[config.mk]
export PLATFORM = sky130hd
export DESIGN_NAME = dcp_timer
export DESIGN_NICKNAME = d
export VERILOG_FILES = /design/src/core/dcp_pkg.sv /design/src/core/dcp_timer.sv
export VERILOG_INCLUDE_DIRS = /design/src /design/src/core
export SDC_FILE = /design/constraint.sdc
export NUM_CORES = 1
export LEC_CHECK = 0
export ABC_CLOCK_PERIOD_IN_PS = 3100
export BUFFER_PORTS_ARGS = -buffer_cell sky130_fd_sc_hd__buf_2
export CAP_MARGIN = 20
export CORE_MARGIN = 1
export CORE_UTILIZATION = 55
export CTS_BUF_LIST = sky130_fd_sc_hd__clkbuf_4
export DETAILED_ROUTE_END_ITERATION = 10
export GPL_ROUTABILITY_DRIVEN = 0
export GPL_TIMING_DRIVEN = 0
export PLACE_DENSITY = 0.72
export REMOVE_ABC_BUFFERS = 1
export SYNTH_ARGS = -nofsm -noshare
export SYNTH_HDL_FRONTEND = slang
export SYNTH_SLANG_ARGS = --single-unit
[constraint.sdc]
create_clock -name ref_clk -period 3.1 [get_ports ref_clk]
set_input_delay 0.93 -clock ref_clk [delete_from_list [all_inputs] [get_ports ref_clk]]
set_output_delay 0.93 -clock ref_clk [all_outputs]
set_load 0.1 [all_outputs]
[src/core/dcp_defs.svh]
// Register offsets, reset values and field positions of the dual compare PWM timer.
`ifndef DCP_DEFS_SVH
`define DCP_DEFS_SVH
`define DCP_OFF_CTRL     8'h00
`define DCP_OFF_COUNTER  8'h04
`define DCP_OFF_PERIOD   8'h08
`define DCP_OFF_ASET     8'h0C
`define DCP_OFF_BRST     8'h10
`define DCP_OFF_BSET     8'h14
`define DCP_OFF_FLAGS    8'h18
`define DCP_OFF_IRQ_STAT 8'h1C
`define DCP_OFF_IRQ_MASK 8'h20
`define DCP_CTRL_RST     14'h0004
`define DCP_CMP_RST      16'hFFFF
`define DCP_CNT_MAX      16'hFFFF
`define DCP_FLAG_PERIOD  0
`define DCP_FLAG_OVF     1
`define DCP_CMP_PERIOD   0
`define DCP_CMP_ASET     1
`define DCP_CMP_BRST     2
`define DCP_CMP_BSET     3
`define DCP_SRC_UNDIV    3'h0
`endif

[src/core/dcp_pkg.sv]
// Types shared by the dual compare PWM timer.
package dcp_pkg;
    typedef struct packed {
        logic       trig_en;
        logic       cutoff_en;
        logic [3:0] buf_en;
        logic [2:0] src_sel;
        logic       pol_b;
        logic       pol_a;
        logic       clear_on_match;
        logic       count_continue;
        logic       start;
    } dcp_ctrl_t;
    typedef struct packed {
        logic cutoff;
        logic b_reset;
        logic b_set;
        logic a_set;
        logic overflow;
        logic period;
    } dcp_evt_t;
endpackage

[src/core/dcp_timer.sv]
// Dual compare PWM timer: 16-bit counter, period and three change-point compares.
`timescale 1ns/1ps
`default_nettype none
`include "dcp_defs.svh"
// Operation
// - Source select zero counts every ref_clk cycle, the undivided count source.
// - A period ends when the counter equals period_compare.
// - A period setting of N gives N+1 count cycles.
// - With clearing selected, the period match loads zero; counting goes on only with count-continue set.
// - Change points come from equality with three further compare registers.
// - Each output is active high with low initial level, driven before any change.
// - Output A goes active when counter equals a_set_point_compare.
// - Output B goes active when counter equals b_set_point_compare.
// - Output B returns to initial level when counter equals b_reset_point_compare.
// - Output A stays active period minus A set point cycles, ending at period match.
// - Output B stays active B reset point minus B set point cycles.
// - The period match raises an interrupt request.
// - Compare buffering, forced cutoff and converter trigger are separately enabled.
// - The counter increments per count cycle over its full range; wrap sets overflow.
// - Without count-continue the counter stops after the period match.
// - Period match sets a flag; software reads it, then writes zero to clear.
module dcp_timer (
    input  wire logic        ref_clk,
    input  wire logic        rst_n,
    input  wire logic [7:0]  reg_addr,
    input  wire logic [31:0] reg_wdata,
    input  wire logic        reg_wr,
    input  wire logic        reg_rd,
    output logic      [31:0] reg_rdata,
    input  wire logic        cutoff_in,
    output logic             pwm_output_a,
    output logic             pwm_output_b,
    output logic             conv_trig,
    output logic             irq
);
    dcp_pkg::dcp_ctrl_t ctrl_q;
    dcp_pkg::dcp_evt_t  evt;
    logic [15:0] pwm_counter_q;
    logic [15:0] cmp_q [4];
    logic [15:0] buf_q [4];
    logic [7:0]  pre_q;
    logic        tick;
    logic        m_per;
    logic        m_aset;
    logic        m_brst;
    logic        m_bset;
    logic        lvl_a_q;
    logic        lvl_b_q;
    logic        cut_act;
    logic [1:0]  flags_q;
    logic [1:0]  armed_q;
    logic [5:0]  stat_q;
    logic [5:0]  mask_q;
    logic [31:0] rdata_q;
    logic        wr_ctrl;
    logic        wr_cnt;
    logic        wr_flags;
    logic        rd_flags;
    logic        rd_stat;
    logic [3:0]  wr_cmp;

    assign wr_ctrl  = reg_wr && (reg_addr == `DCP_OFF_CTRL);
    assign wr_cnt   = reg_wr && (reg_addr == `DCP_OFF_COUNTER);
    assign wr_flags = reg_wr && (reg_addr == `DCP_OFF_FLAGS);
    assign rd_flags = reg_rd && (reg_addr == `DCP_OFF_FLAGS);
    assign rd_stat  = reg_rd && (reg_addr == `DCP_OFF_IRQ_STAT);
    assign wr_cmp[`DCP_CMP_PERIOD] = reg_wr && (reg_addr == `DCP_OFF_PERIOD);
    assign wr_cmp[`DCP_CMP_ASET]   = reg_wr && (reg_addr == `DCP_OFF_ASET);
    assign wr_cmp[`DCP_CMP_BRST]   = reg_wr && (reg_addr == `DCP_OFF_BRST);
    assign wr_cmp[`DCP_CMP_BSET]   = reg_wr && (reg_addr == `DCP_OFF_BSET);

    // Count source: selection zero is the undivided clock, others divide by 2^sel.
    always_ff @(posedge ref_clk or negedge rst_n)
    begin
        if (!rst_n)
            pre_q <= 8'h00;
        else if (!ctrl_q.start)
            pre_q <= 8'h00;
        else
            pre_q <= pre_q + 8'h01;
    end

    always_comb
    begin
        if (ctrl_q.src_sel == `DCP_SRC_UNDIV)
            tick = ctrl_q.start;
        else
            tick = ctrl_q.start && ((pre_q & ((8'h01 << ctrl_q.src_sel) - 8'h01)) == 8'h00);
    end

    assign m_per  = tick && (pwm_counter_q == cmp_q[`DCP_CMP_PERIOD]);
    assign m_aset = tick && (pwm_counter_q == cmp_q[`DCP_CMP_ASET]);
    assign m_brst = tick && (pwm_counter_q == cmp_q[`DCP_CMP_BRST]);
    assign m_bset = tick && (pwm_counter_q == cmp_q[`DCP_CMP_BSET]);
    assign cut_act = ctrl_q.cutoff_en && cutoff_in;

    // Control; hardware stops the counter at the period match unless continuing.
    always_ff @(posedge ref_clk or negedge rst_n)
    begin
        if (!rst_n)
            ctrl_q <= `DCP_CTRL_RST;
        else if (wr_ctrl)
            ctrl_q <= reg_wdata[13:0];
        else if (m_per && !ctrl_q.count_continue)
            ctrl_q.start <= 1'b0;
    end

    // Counter.
    always_ff @(posedge ref_clk or negedge rst_n)
    begin
        if (!rst_n)
            pwm_counter_q <= 16'h0000;
        else if (wr_cnt)
            pwm_counter_q <= reg_wdata[15:0];
        else if (m_per && ctrl_q.clear_on_match)
            pwm_counter_q <= 16'h0000;
        else if (tick)
            pwm_counter_q <= pwm_counter_q + 16'h0001;
    end

    // Compare registers; with buffering the written value waits for the period match.
    always_ff @(posedge ref_clk or negedge rst_n)
    begin
        if (!rst_n)
        begin
            for (int i = 0; i < 4; i++)
            begin
                cmp_q[i] <= `DCP_CMP_RST;
                buf_q[i] <= `DCP_CMP_RST;
            end
        end
        else
        begin
            for (int i = 0; i < 4; i++)
            begin
                if (wr_cmp[i])
                    buf_q[i] <= reg_wdata[15:0];
                if (wr_cmp[i] && !ctrl_q.buf_en[i])
                    cmp_q[i] <= reg_wdata[15:0];
                else if (m_per && ctrl_q.buf_en[i])
                    cmp_q[i] <= buf_q[i];
            end
        end
    end

    // Output levels; the period match wins and returns both to initial level.
    always_ff @(posedge ref_clk or negedge rst_n)
    begin
        if (!rst_n)
        begin
            lvl_a_q <= 1'b0;
            lvl_b_q <= 1'b0;
        end
        else if (m_per)
        begin
            lvl_a_q <= 1'b0;
            lvl_b_q <= 1'b0;
        end
        else
        begin
            if (m_aset)
                lvl_a_q <= 1'b1;
            if (m_brst)
                lvl_b_q <= 1'b0;
            else if (m_bset)
                lvl_b_q <= 1'b1;
        end
    end

    // Pins follow the levels; polarity inverts, cutoff forces the initial level.
    always_ff @(posedge ref_clk or negedge rst_n)
    begin
        if (!rst_n)
        begin
            pwm_output_a <= 1'b0;
            pwm_output_b <= 1'b0;
            conv_trig    <= 1'b0;
        end
        else
        begin
            pwm_output_a <= (lvl_a_q && !cut_act) ^ ctrl_q.pol_a;
            pwm_output_b <= (lvl_b_q && !cut_act) ^ ctrl_q.pol_b;
            conv_trig    <= m_per && ctrl_q.trig_en;
        end
    end

    assign evt.period   = m_per;
    assign evt.overflow = tick && !wr_cnt && (pwm_counter_q == `DCP_CNT_MAX)
                          && !(m_per && ctrl_q.clear_on_match);
    assign evt.a_set    = m_aset && !m_per;
    assign evt.b_set    = m_bset && !m_brst && !m_per;
    assign evt.b_reset  = m_brst && !m_per;
    assign evt.cutoff   = cut_act;

    // Flags clear by a read that saw them set followed by a write of zero.
    always_ff @(posedge ref_clk or negedge rst_n)
    begin
        if (!rst_n)
        begin
            flags_q <= 2'h0;
            armed_q <= 2'h0;
        end
        else
        begin
            if (rd_flags)
                armed_q <= flags_q;
            else if (wr_flags)
                armed_q <= 2'h0;
            if (wr_flags)
                flags_q <= flags_q & (reg_wdata[1:0] | ~armed_q);
            flags_q[`DCP_FLAG_PERIOD] <= evt.period ||
                (flags_q[`DCP_FLAG_PERIOD] && !(wr_flags && armed_q[0] && !reg_wdata[0]));
            flags_q[`DCP_FLAG_OVF] <= evt.overflow ||
                (flags_q[`DCP_FLAG_OVF] && !(wr_flags && armed_q[1] && !reg_wdata[1]));
        end
    end

    // Interrupt status: sticky, cleared by reading, a new event wins over the clear.
    always_ff @(posedge ref_clk or negedge rst_n)
    begin
        if (!rst_n)
            stat_q <= 6'h00;
        else
            stat_q <= evt | (rd_stat ? 6'h00 : stat_q);
    end

    always_ff @(posedge ref_clk or negedge rst_n)
    begin
        if (!rst_n)
            mask_q <= 6'h00;
        else if (reg_wr && (reg_addr == `DCP_OFF_IRQ_MASK))
            mask_q <= reg_wdata[5:0];
    end

    // The interrupt is a plain level from registers, so it cannot glitch on the bus strobes.
    // It drops in the cycle after a status read unless a new event lands in that read cycle.
    assign irq = |(stat_q & mask_q);

    // Read data stands only in the cycle after the read strobe.
    always_ff @(posedge ref_clk or negedge rst_n)
    begin
        if (!rst_n)
            rdata_q <= 32'h0000_0000;
        else if (!reg_rd)
            rdata_q <= 32'h0000_0000;
        else
        begin
            case (reg_addr)
                `DCP_OFF_CTRL:     rdata_q <= {18'h0_0000, ctrl_q};
                `DCP_OFF_COUNTER:  rdata_q <= {16'h0000, pwm_counter_q};
                `DCP_OFF_PERIOD:   rdata_q <= {16'h0000, cmp_q[`DCP_CMP_PERIOD]};
                `DCP_OFF_ASET:     rdata_q <= {16'h0000, cmp_q[`DCP_CMP_ASET]};
                `DCP_OFF_BRST:     rdata_q <= {16'h0000, cmp_q[`DCP_CMP_BRST]};
                `DCP_OFF_BSET:     rdata_q <= {16'h0000, cmp_q[`DCP_CMP_BSET]};
                `DCP_OFF_FLAGS:    rdata_q <= {28'h000_0000, lvl_b_q, lvl_a_q, flags_q};
                `DCP_OFF_IRQ_STAT: rdata_q <= {26'h000_0000, stat_q};
                `DCP_OFF_IRQ_MASK: rdata_q <= {26'h000_0000, mask_q};
                default:           rdata_q <= 32'h0000_0000;
            endcase
        end
    end

    assign reg_rdata = rdata_q;

    chk_period_clear: assert property (@(posedge ref_clk) disable iff (!rst_n)
        m_per && ctrl_q.clear_on_match && !wr_cnt |=> pwm_counter_q == 16'h0000)
        else $error("counter not cleared at period match");

    chk_count_step: assert property (@(posedge ref_clk) disable iff (!rst_n)
        tick && !m_per && !wr_cnt |=> pwm_counter_q == $past(pwm_counter_q) + 16'h0001)
        else $error("counter did not step by one");

    chk_stop_hold: assert property (@(posedge ref_clk) disable iff (!rst_n)
        !ctrl_q.start && !wr_cnt |=> $stable(pwm_counter_q) && $stable(lvl_a_q)
        && $stable(lvl_b_q))
        else $error("stopped counter or levels moved");

    chk_a_goes_active: assert property (@(posedge ref_clk) disable iff (!rst_n)
        m_aset && !m_per |=> lvl_a_q ##1 (cut_act || ctrl_q.pol_a || pwm_output_a))
        else $error("output A not active after set point");

    chk_b_goes_active: assert property (@(posedge ref_clk) disable iff (!rst_n)
        m_bset && !m_brst && !m_per |=> lvl_b_q)
        else $error("output B not active after set point");

    chk_b_returns: assert property (@(posedge ref_clk) disable iff (!rst_n)
        m_brst |=> !lvl_b_q)
        else $error("output B not back at reset point");

    chk_a_period_end: assert property (@(posedge ref_clk) disable iff (!rst_n)
        m_per |=> !lvl_a_q && !lvl_b_q)
        else $error("outputs not initial after period match");

    chk_period_flag: assert property (@(posedge ref_clk) disable iff (!rst_n)
        m_per |=> flags_q[`DCP_FLAG_PERIOD] && stat_q[0])
        else $error("period flag not set");

    chk_irq_raise: assert property (@(posedge ref_clk) disable iff (!rst_n)
        m_per && mask_q[0] && !(reg_wr && reg_addr == `DCP_OFF_IRQ_MASK) |=> irq)
        else $error("interrupt not raised on period match");

    chk_stop_once: assert property (@(posedge ref_clk) disable iff (!rst_n)
        m_per && !ctrl_q.count_continue && !wr_ctrl |=> !ctrl_q.start)
        else $error("counter kept running without continue");

    chk_read_slot: assert property (@(posedge ref_clk) disable iff (!rst_n)
        !reg_rd |=> reg_rdata == 32'h0000_0000)
        else $error("read data outside its slot");

    // The trigger is registered, so it trails the period match by exactly one edge.
    chk_trig_pulse: assert property (@(posedge ref_clk) disable iff (!rst_n)
        m_per && ctrl_q.trig_en |=> conv_trig)
        else $error("converter trigger missing after period match");

    chk_ovf_flag: assert property (@(posedge ref_clk) disable iff (!rst_n)
        evt.overflow |=> flags_q[`DCP_FLAG_OVF])
        else $error("overflow flag not set at wrap");

    // Cutoff only masks the pins; the internal levels keep running underneath.
    chk_cutoff_pins: assert property (@(posedge ref_clk) disable iff (!rst_n)
        cut_act |=> (pwm_output_a == $past(ctrl_q.pol_a))
        && (pwm_output_b == $past(ctrl_q.pol_b)))
        else $error("pins not at initial level under cutoff");

    cov_period: cover property (@(posedge ref_clk) disable iff (!rst_n)
        m_per ##[1:1000] m_per);
    cov_overflow: cover property (@(posedge ref_clk) disable iff (!rst_n)
        evt.overflow);
    cov_cutoff: cover property (@(posedge ref_clk) disable iff (!rst_n)
        cut_act ##1 cut_act);
    cov_b_pulse: cover property (@(posedge ref_clk) disable iff (!rst_n)
        m_bset ##[1:1000] m_brst);
    cov_flag_clear: cover property (@(posedge ref_clk) disable iff (!rst_n)
        rd_flags && flags_q[0] ##[1:2] wr_flags && !reg_wdata[0]);
endmodule
`default_nettype wire

; ---- After elaboration in Yosys (flattened, before gate mapping)
; Index checks and enable logic that the tools add are counted.
[totals]
regBits = 219
input_bits = 45
output_inout_bits = 36
word_cells = 147
[op_classes]
add_sub_neg = 3
n_eq_ne = 13
shift = 1
mux = 25
n_bitwise = 5
reduce_logical = 71
[op_table]
columns = cell, count
row1 = 2-to-1 mux 16 bit, 12
row2 = one-hot mux 16 bit (9 select lines), 1
row3 = equality test 16 bit, 4
row4 = logical AND 1 bit, 42
row5 = equality test 8 x 5 -> 1 bit (second input constant), 4
row6 = adder 16 x 1 -> 16 bit (second input constant), 1
row7 = equality test 16 bit (second input constant), 1
row8 = equality test 8 x 4 -> 1 bit (second input constant), 2
row9 = logical NOT 8 bit, 2
row10 = logical NOT 1 bit, 14
row11 = nonzero test 2 bit, 7
row12 = adder 8 x 1 -> 8 bit (second input constant), 1
row13 = AND 8 bit, 1
row14 = equality test 8 x 3 -> 1 bit (second input constant), 1
row15 = equality test 8 x 6 -> 1 bit (second input constant), 1
row16 = 2-to-1 mux 1 bit, 8
row17 = 2-to-1 mux 8 bit, 1
row18 = << shifter 1 x 3 -> 8 bit (first input constant), 1
row19 = subtractor 8 x 1 -> 8 bit (second input constant), 1
row20 = AND 6 bit, 1
row21 = 2-to-1 mux 6 bit, 1
row22 = bitwise OR 6 bit, 1
row23 = nonzero test 3 bit, 2
row24 = OR reduction 6 bit, 1
row25 = 4 further kinds, 7

; ---- Logic depth before layout (Yosys ltp)
; Gate-level depths: netlist of the first run.
[logic_depth]
ltp_word = 11
mapped_depth = 11
ltp_nobuf = 9

; ---- Least setup slack after synthesis of the first run
; Ideal clock, no wire load.
[synth_path]
kind = register to register
from = reg ctrl_q[7] in the netlist's numbering
to = reg pwm_counter_q[6]
setup_time_ps = 126
arrival_time_ps = 2606
required_time_ps = 2974
slack_ps = 368
path_stages_with_launch = 11
path_buffers = 2
synth_period_minus_slack_ps = 2732
cell_sequence = dfrtp_1 -> buf_2 -> or3_1 -> ha_1 -> or3b_2 -> o22ai_2 -> nor3b_4 -> nand2_1 -> clkbuf_1 -> nor2_1 -> a221o_1
[synth_between]
elab_chain_cells = 10
elab_cells_between_ends = 12
cone_classes = 1 x add/sub / 1 x shift / 3 x mux / 1 x bitwise / 6 x reduce/logical
[synth_rtl]
columns = item, line_no
row1 = start: declaration, dcp_timer.sv:36  ; dcp_pkg::dcp_ctrl_t ctrl_q;
row2 = start signal: assignment, dcp_timer.sv:101  ; ctrl_q <= `DCP_CTRL_RST;
row3 = start signal: assignment, dcp_timer.sv:103  ; ctrl_q <= reg_wdata[13:0];
row4 = << shifter 1 x 3 -> 8 bit, dcp_timer.sv:88  ; tick = ctrl_q.start && ((pre_q & ((8'h01 << ctrl_q.src_sel) - 8'h01)) == 8'h00);
row5 = subtractor 8 x 1 -> 8 bit, dcp_timer.sv:88
row6 = AND 8 bit, dcp_timer.sv:88
row7 = logical NOT 8 bit, dcp_timer.sv:88
row8 = logical AND 1 bit, dcp_timer.sv:88
row9 = 2-to-1 mux 1 bit (*), dcp_timer.sv:85  ; if (ctrl_q.src_sel == `DCP_SRC_UNDIV)
row10 = logical AND 1 bit, dcp_timer.sv:91  ; assign m_per = tick && (pwm_counter_q == cmp_q[`DCP_CMP_PERIOD]);
row11 = logical AND 1 bit, dcp_timer.sv:115  ; else if (m_per && ctrl_q.clear_on_match)
row12 = 2-to-1 mux 16 bit, dcp_timer.sv:115
row13 = 2-to-1 mux 16 bit, dcp_timer.sv:113  ; else if (wr_cnt)
row14 = end signal: assignment, dcp_timer.sv:114  ; pwm_counter_q <= reg_wdata[15:0];
row15 = end signal: assignment, dcp_timer.sv:118  ; pwm_counter_q <= pwm_counter_q + 16'h0001;
row16 = end: declaration, dcp_timer.sv:38  ; logic [15:0] pwm_counter_q;
; Mark *: on every way between the ends. The rest lies on a longest branch, timed or not.
; A chain may end at the register's enable or synchronous reset.

; ---- Worst setup path after layout of the first run
[layout_path]
from = in reg_addr[4]
to = reg cmp_q[59] in the netlist's numbering
[layout_between]
elab_chain_cells = 4
elab_cells_between_ends = 5
cone_classes = 1 x eq/ne / 1 x mux / 3 x reduce/logical
[layout_rtl]
columns = item, line_no
row1 = start: declaration, dcp_timer.sv:25  ; input wire logic [7:0] reg_addr,
row2 = equality test 8 x 4 -> 1 bit (*), --
row3 = logical AND 1 bit (*), dcp_timer.sv:67  ; assign wr_cmp[`DCP_CMP_PERIOD] = reg_wr && (reg_addr == `DCP_OFF_PERIOD);
row4 = logical AND 1 bit (*), dcp_timer.sv:138  ; if (wr_cmp[i] && !ctrl_q.buf_en[i])
row5 = 2-to-1 mux 16 bit or nonzero test 2 bit (tied branches), --
row6 = end signal: indexed assignment, dcp_timer.sv:128  ; cmp_q[i] <= `DCP_CMP_RST;
row7 = end signal: indexed assignment, dcp_timer.sv:139  ; cmp_q[i] <= reg_wdata[15:0];
row8 = end signal: indexed assignment, dcp_timer.sv:141  ; cmp_q[i] <= buf_q[i];
row9 = end: declaration, dcp_timer.sv:39  ; logic [15:0] cmp_q [4];
; Marks and branches as above.

==> flow_metrics.tcl, run 1 <==
set metrics [dict create \
    p_int_mw 5.02 \
    synth-seq-cells 202 \
    layout_min_cycle_time_ps 2990 \
    worst_hold_path_type "in2async" \
    p_sw_share_pct 32.1 \
    ys_types 77 \
    antenna_left 0 \
    seq_power_share_pct 50.6 \
    setup_slack_ps 110 \
    switchingPower_mw 2.38 \
    clock_power_share_pct 33.3 \
    drt_first_pass_iters 5 \
    die_x_um 142 \
    syn_area_sq_mm 0.0107 \
    r2r_cells 10 \
    portBuffers 48 \
    die_y_um 142 \
    rows 50 \
    synth_flop_cell "dfstp_2" \
    drt_iter0_drc 1013 \
    synth_edf_count 0 \
    fillers 1563 \
    avgSynthCellArea_sq_um 10.5 \
    worst_pin_slew_ps 1090 \
    hold_violations 0 \
    clock_latency_ps 680 \
    synth.area.mux_share_pct 7.17 \
    grtUsageMet1_pct 43.1 \
    remaining_drc_errors 0 \
    start_util_pct 56.7 \
    relSlewSlack_pct 27.2 \
    synth-seq-area-share_pct 48.5 \
    leakage_nw 5.41 \
    drt_wl_total_um 31400 \
    status "complete, no violations" \
    utilization_pct 63.7 \
    drive_gt1_share_pct 34.3 \
    hpwlAfterDp_um 20700 \
    r2r_start "ctrl_q[6]" \
    core_sq_mm 0.0190 \
    grt_pass1_wl_um 48000 \
    use_met3_pct 8.30 \
    synthAdderAreaFrac_pct 0.349 \
    max_freq_mhz 335 \
    arrival_ps 3590 \
    htree_levels 2 \
    synthCells 1027 \
    p_comb_share_pct 16.1 \
    via_per_inst 6.47 \
    ioPinCount 81 \
    gr-max-usage-layer "met2" \
    power_mw 7.39 \
    grtUsageTotal_pct 31.8 \
    final_max_slew_viol_count 0 \
    yosys.area_share.simple_pct 13.7 \
    fin_skew_ps 39.8 \
    cap_viol_max_count 0 \
    cp-start-kind "input port" \
    synth_xor_area_share_pct 5.79 \
    vias 8905 \
    tritoncts "yes" \
    fin_nets 1120 \
    cts-root-buf "clkbuf_4" \
    yosys_warnings 0 \
    clk_pin_slew_ps 70 \
    clock_sinks 202 \
    antenna_found_initial 2 \
    crit_required_ps 3700 \
    synth_compound_area_share_pct 19.2 \
    path_max_fanout 27 \
    power.density_mw_per_mm2 613 \
    dieArea_sq_mm 0.0201 \
    period_share_pct 96.4 \
    pre_cts_ws_ps -1130 \
    crit_start "reg_addr[4]" \
    clockBufferDepth 3 \
    grt_start_max_net_pins 105 \
    synth_top_family_by_area "compound AO/OA/AOI/OAI gates" \
    wire_per_inst_um 22.8 \
    worstSetupEndpointType "flip-flop" \
    dp.cells 1261 \
    critPathKind "in2reg" \
    vdd_drop_max_mv 0.338 \
    area_growth_pct 12.3 \
    overflow 0 \
    finalSetupViolCount 0 \
    grt_pass1_vias 8393 \
    grt_use_met2_pct 46.8 \
    numCtsBuffers 54 \
    final_cell_count_no_fill 1377 \
    async_flop_share_pct 100 \
]
power by group through the flow:
| stage | Clock, mW | Combinational (mW) | Sequential [mW] |
|---|---|---|---|
| after floorplan | 0 | 0.819 | 3.53 |
| after global placement | 0 | 1.07 | 3.76 |
| after detailed placement | 0 | 1.13 | 3.75 |
| after CTS | 2.50 | 1.14 | 3.72 |
| after global routing | 2.64 | 1.30 | 3.76 |
| final | 2.46 | 1.19 | 3.74 |
cells in the final DEF (no fill, tap or decap), types with 6 or more instances in the layout:
cell / n
a31oi_1: 39
nor3_1: 8
mux2_2: 54
buf_4: 11
nand4_1: 11
nor4_1: 17
a22o_1: 7
nand3_1: 18
conb_1: 16
o21ai_0: 12
xor2_1: 66
clkinv_1: 7
nand2_1: 113
clkbuf_4: 94
buf_2: 47
buf_16: 9
a222oi_1: 12
o21a_1: 21
a211oi_1: 34
and2_1: 7
a22oi_1: 16
a221o_1: 6
a21o_1: 33
inv_1: 18
a21oi_1: 41
nor2_1: 39
dfstp_2: 129
mux2i_1: 14
dfrtp_1: 72
and3_1: 35
o32a_1: 18
state kept, by name, indices dropped and copies added (netlist names), 2 cells and up:
name	count
armed_q	2
buf_q	64
cmp_q	64
ctrl_q	14
flags_q	2
mask_q	6
pre_q	7
pwm_counter_q	16
reg_rdata	16
stat_q	6
per-layer routing:
| metal | vias up | wire, um |
|---|---|---|
| li1 | 3893 | - |
| met1 | 4389 | 12900 |
| met2 | 527 | 13900 |
| met3 | 96 | 3160 |
| met4 | 0 | 1420 |
| met5 | - | 0 |
final timing paths:
check	slack (ps)	to
worst max-delay path	110	cmp_q[59]
worst min-delay path	290	ctrl_q[5]
worst max register to register	120	cmp_q[12]
worst min register to register	480	cmp_q[24]
max in group asynchronous	1810	cmp_q[42]
min in group ref_clk	480	cmp_q[24]
synthesized netlist by cell type (6+ instances only):
cell type | n | area, sq um
and3_1 | 36 | 225
nor3_1 | 8 | 40.0
a21o_1 | 33 | 248
nand4_1 | 11 | 68.8
mux2i_1 | 14 | 140
a222oi_1 | 12 | 120
mux2_2 | 54 | 608
a22o_1 | 7 | 61.3
dfstp_2 | 129 | 3390
nor2_1 | 41 | 154
xor2_1 | 66 | 578
nor4_1 | 18 | 113
a211oi_1 | 34 | 255
buf_2 | 25 | 125
inv_1 | 18 | 67.6
o21ai_0 | 12 | 60.1
a21oi_1 | 41 | 205
dfrtp_1 | 73 | 1830
o32a_1 | 18 | 180
nand2_1 | 116 | 435
a22oi_1 | 16 | 120
a221o_1 | 6 | 60.1
o21a_1 | 21 | 158
and2_1 | 7 | 43.8
nand3_1 | 18 | 90.1
clkbuf_1 | 45 | 169
buf_4 | 22 | 165
a31oi_1 | 39 | 244
through the flow:
step / TNS [ps] / hold WS, ps / instance area [sq um]
3_5_place_dp: -90200 / 477 / 11100
4_1_cts: -32.3 / 301 / 11900
6_report: 0 / 287 / 12100
2_1_floorplan: -36220 / 438 / 10300
3_3_place_gp: -543630 / 469 / 10900
5_1_grt: -1.51 / 313 / 12100
layout make-up:
type	count	area, sq um	share of cell area (%)
Sequential cell	202	5220	43.2
Multi-Input combinational cell	725	5110	42.3
Clock buffer	94	706	5.85
Timing Repair Buffer	70	612	5.07
Tap cell	260	325	2.70
Inverter	19	71.3	0.591
Clock inverter	6	22.5	0.187
Antenna cell	1	2.50	0.0207
repair_timing:
| action | 4_1_cts | 5_1_grt |
|---|---|---|
| hold buffers | 0 | 0 |
| endpoints found under the setup margin | 106 | 64 |
| setup buffers | 8 | 4 |
| resized for setup | 9 | 9 |
| cloned | 0 | 1 |
| pin swaps | 4 | 3 |
logic make-up (layout without fill, tap and decap cells):
kind of cell / after synthesis / in the layout
AO/OA/AOI/OAI: 279 / 279
XOR/XNOR: 71 / 71
adder cells (fa/ha/maj): 3 / 3
buffers and inverters: 116 / 189
flip-flops: 202 / 202
multiplexers: 69 / 69
other: 1 / 17
AND/OR/NAND/NOR: 286 / 287
critical path, cell delays in order:
cell and delay (ps):
buf_2 140, nor4_2 460, buf_4 260, and3_2 530, nand2_1 450, buf_16 340
o21ai_2 290, o21a_1 150
(Power assumes the default switching activity.)
==> run 2: changes to the inputs <==
==> constraint.sdc (replaced) <==
create_clock -name ref_clk -period 3.1 [get_ports ref_clk]
set_input_delay 0.155 -clock ref_clk [delete_from_list [all_inputs] [get_ports ref_clk]]
set_output_delay 0.155 -clock ref_clk [all_outputs]
set_load 0.1 [all_outputs]
==> run 2 against run 1 <==
  * Combinational power is essentially flat
  * Non-clock buffer count grew 24
  * Clock skew down 1.1 ps
  * Critical path depth up 2
  * Setup slack improved by 22 ps
  * Largest cell class unchanged
==> flow_metrics.tcl, run 2 (same netlist as run 1, synthesis figures left out) <==
set metrics [dict create \
    area_growth_pct 14.6 \
    layout_min_cycle_time_ps 2970 \
    grt_pass1_vias 8538 \
    numCtsBuffers 54 \
    p_int_mw 5.04 \
    rows 50 \
    hold_violations 0 \
    finalSetupViolCount 0 \
    drive_gt1_share_pct 33.5 \
    setup-tns-final_ps 0 \
    max_freq_mhz 337 \
    cts-root-buf "clkbuf_4" \
    grtUsageTotal_pct 32.3 \
    fin_nets 1144 \
    power_mw 7.41 \
    rsz0062_at_grt "false" \
    worstSetupEndpointType "flip-flop" \
    core_sq_mm 0.0190 \
    largestRegisters "buf_q (64), cmp_q (64)" \
    cp-start-kind "flip-flop" \
    ioPinCount 81 \
    p_comb_share_pct 16.4 \
    path_max_fanout 23 \
    final_common_cell "dfstp_2" \
    p_sw_share_pct 32.0 \
    vias 9026 \
    multi_input_comb_area_sq_mm 0.00510 \
    regArea_sq_mm 0.00522 \
    mostFrequentLayoutCells "dfstp_2, nand2_1, clkbuf_4" \
    period_share_pct 95.7 \
    seq_power_share_pct 50.4 \
    r2r_cells 10 \
    clock_sinks 202 \
    worst_hold_path_type "in2async" \
    drt_first_pass_iters 7 \
    via_per_inst 6.44 \
    start_util_pct 56.7 \
    tritoncts "yes" \
    wire_per_inst_um 22.8 \
    switchingPower_mw 2.37 \
    critPathKind "reg2reg" \
    drt_iter0_drc 1034 \
    clock_latency_ps 690 \
    worst_pin_slew_ps 1100 \
    clockBufferDepth 3 \
    arrival_ps 3570 \
    final_max_slew_viol_count 0 \
    portBuffers 48 \
    antenna_found_initial 2 \
    vdd_drop_max_mv 0.345 \
    clk_pin_slew_ps 70 \
    die_x_um 142 \
    drt_wl_total_um 31900 \
    fillers 1545 \
    power.density_mw_per_mm2 602 \
    leakage_nw 5.51 \
    crit_required_ps 3700 \
    fin_skew_ps 38.6 \
    clock_power_share_pct 33.2 \
    htree_levels 2 \
    grt_pass1_wl_um 48700 \
    status "complete, no violations" \
    dieArea_sq_mm 0.0201 \
    hpwlAfterDp_um 20700 \
    die_y_um 142 \
    remaining_drc_errors 0 \
    cap_viol_max_count 0 \
    antenna_left 0 \
    relSlewSlack_pct 26.5 \
    overflow 0 \
    grt_start_max_net_pins 105 \
]
[run 2: routing by layer]
metal	global-route usage, %	part of all wire (%)	vias up	routed length, um
met1	43.3	41	4449	13100
li1	-	-	3939	-
met4	17.3	5.1	0	1620
met2	48.4	44	519	14200
met5	0	0	-	0
met3	7.93	9.5	119	3020
[run 2: worst max-delay path, cell delays in order (launching register included)]
cell and delay, ps:
dfrtp_2 480, or3_4 420, ha_2 330, inv_1 40, a221o_1 390, o21a_1 310, nor3_4 270, buf_4 190
buf_16 170, nand2_1 70, a31oi_1 200
[run 2: stage by stage]
stage	area (sq um)	cells	util, %	hold WS (ps)	worst slack (ps)
global placement	10900	1253	57.4	404	-2200
finish	12300	1401	65.0	89.6	133
detailed placement	11100	1261	58.6	256	-595
floorplan	10300	945	-	-141	-65.1
global route	12300	1401	65.0	75.3	19.9
CTS	12100	1393	64.1	44.2	-51.9
[run 2: final cells by class]
type / count / area share, %
Sequential cell: 202 / 42.4
Multi-Input combinational cell: 725 / 41.4
Timing Repair Buffer: 94 / 7.05
Clock buffer: 94 / 5.73
Tap cell: 260 / 2.64
Inverter: 19 / 0.579
Clock inverter: 6 / 0.183
Antenna cell: 1 / 0.0203
[run 2: power by group through the flow]
stage	combinational (mW)	sequential [mW]	clock, mW
floorplan	0.819	3.53	0
global placement	1.07	3.76	0
detailed placement	1.13	3.75	0
CTS	1.16	3.72	2.50
global route	1.32	3.76	2.64
finish	1.21	3.74	2.46
[run 2: final timing paths]
path                             startpoint  slack (ps)      endpoint
worst max register to register    ctrl_q[6]         130     cmp_q[55]
worst max-delay path              ctrl_q[6]         130     cmp_q[55]
min in group ref_clk            reg_addr[6]          90  reg_rdata[3]
max in group asynchronous             rst_n        2020     cmp_q[42]
worst min-delay path                  rst_n          90     ctrl_q[4]
worst min register to register    buf_q[17]         480     cmp_q[17]
[run 2: timing repair]
action | CTS | global route
pin swaps | 4 | 3
endpoints found under the setup margin | 57 | 66
endpoints found under the hold margin | 214 | 0
gates resized for setup | 4 | 11
setup buffers | 8 | 3
hold buffers | 24 | 0
gates cloned | 0 | 1
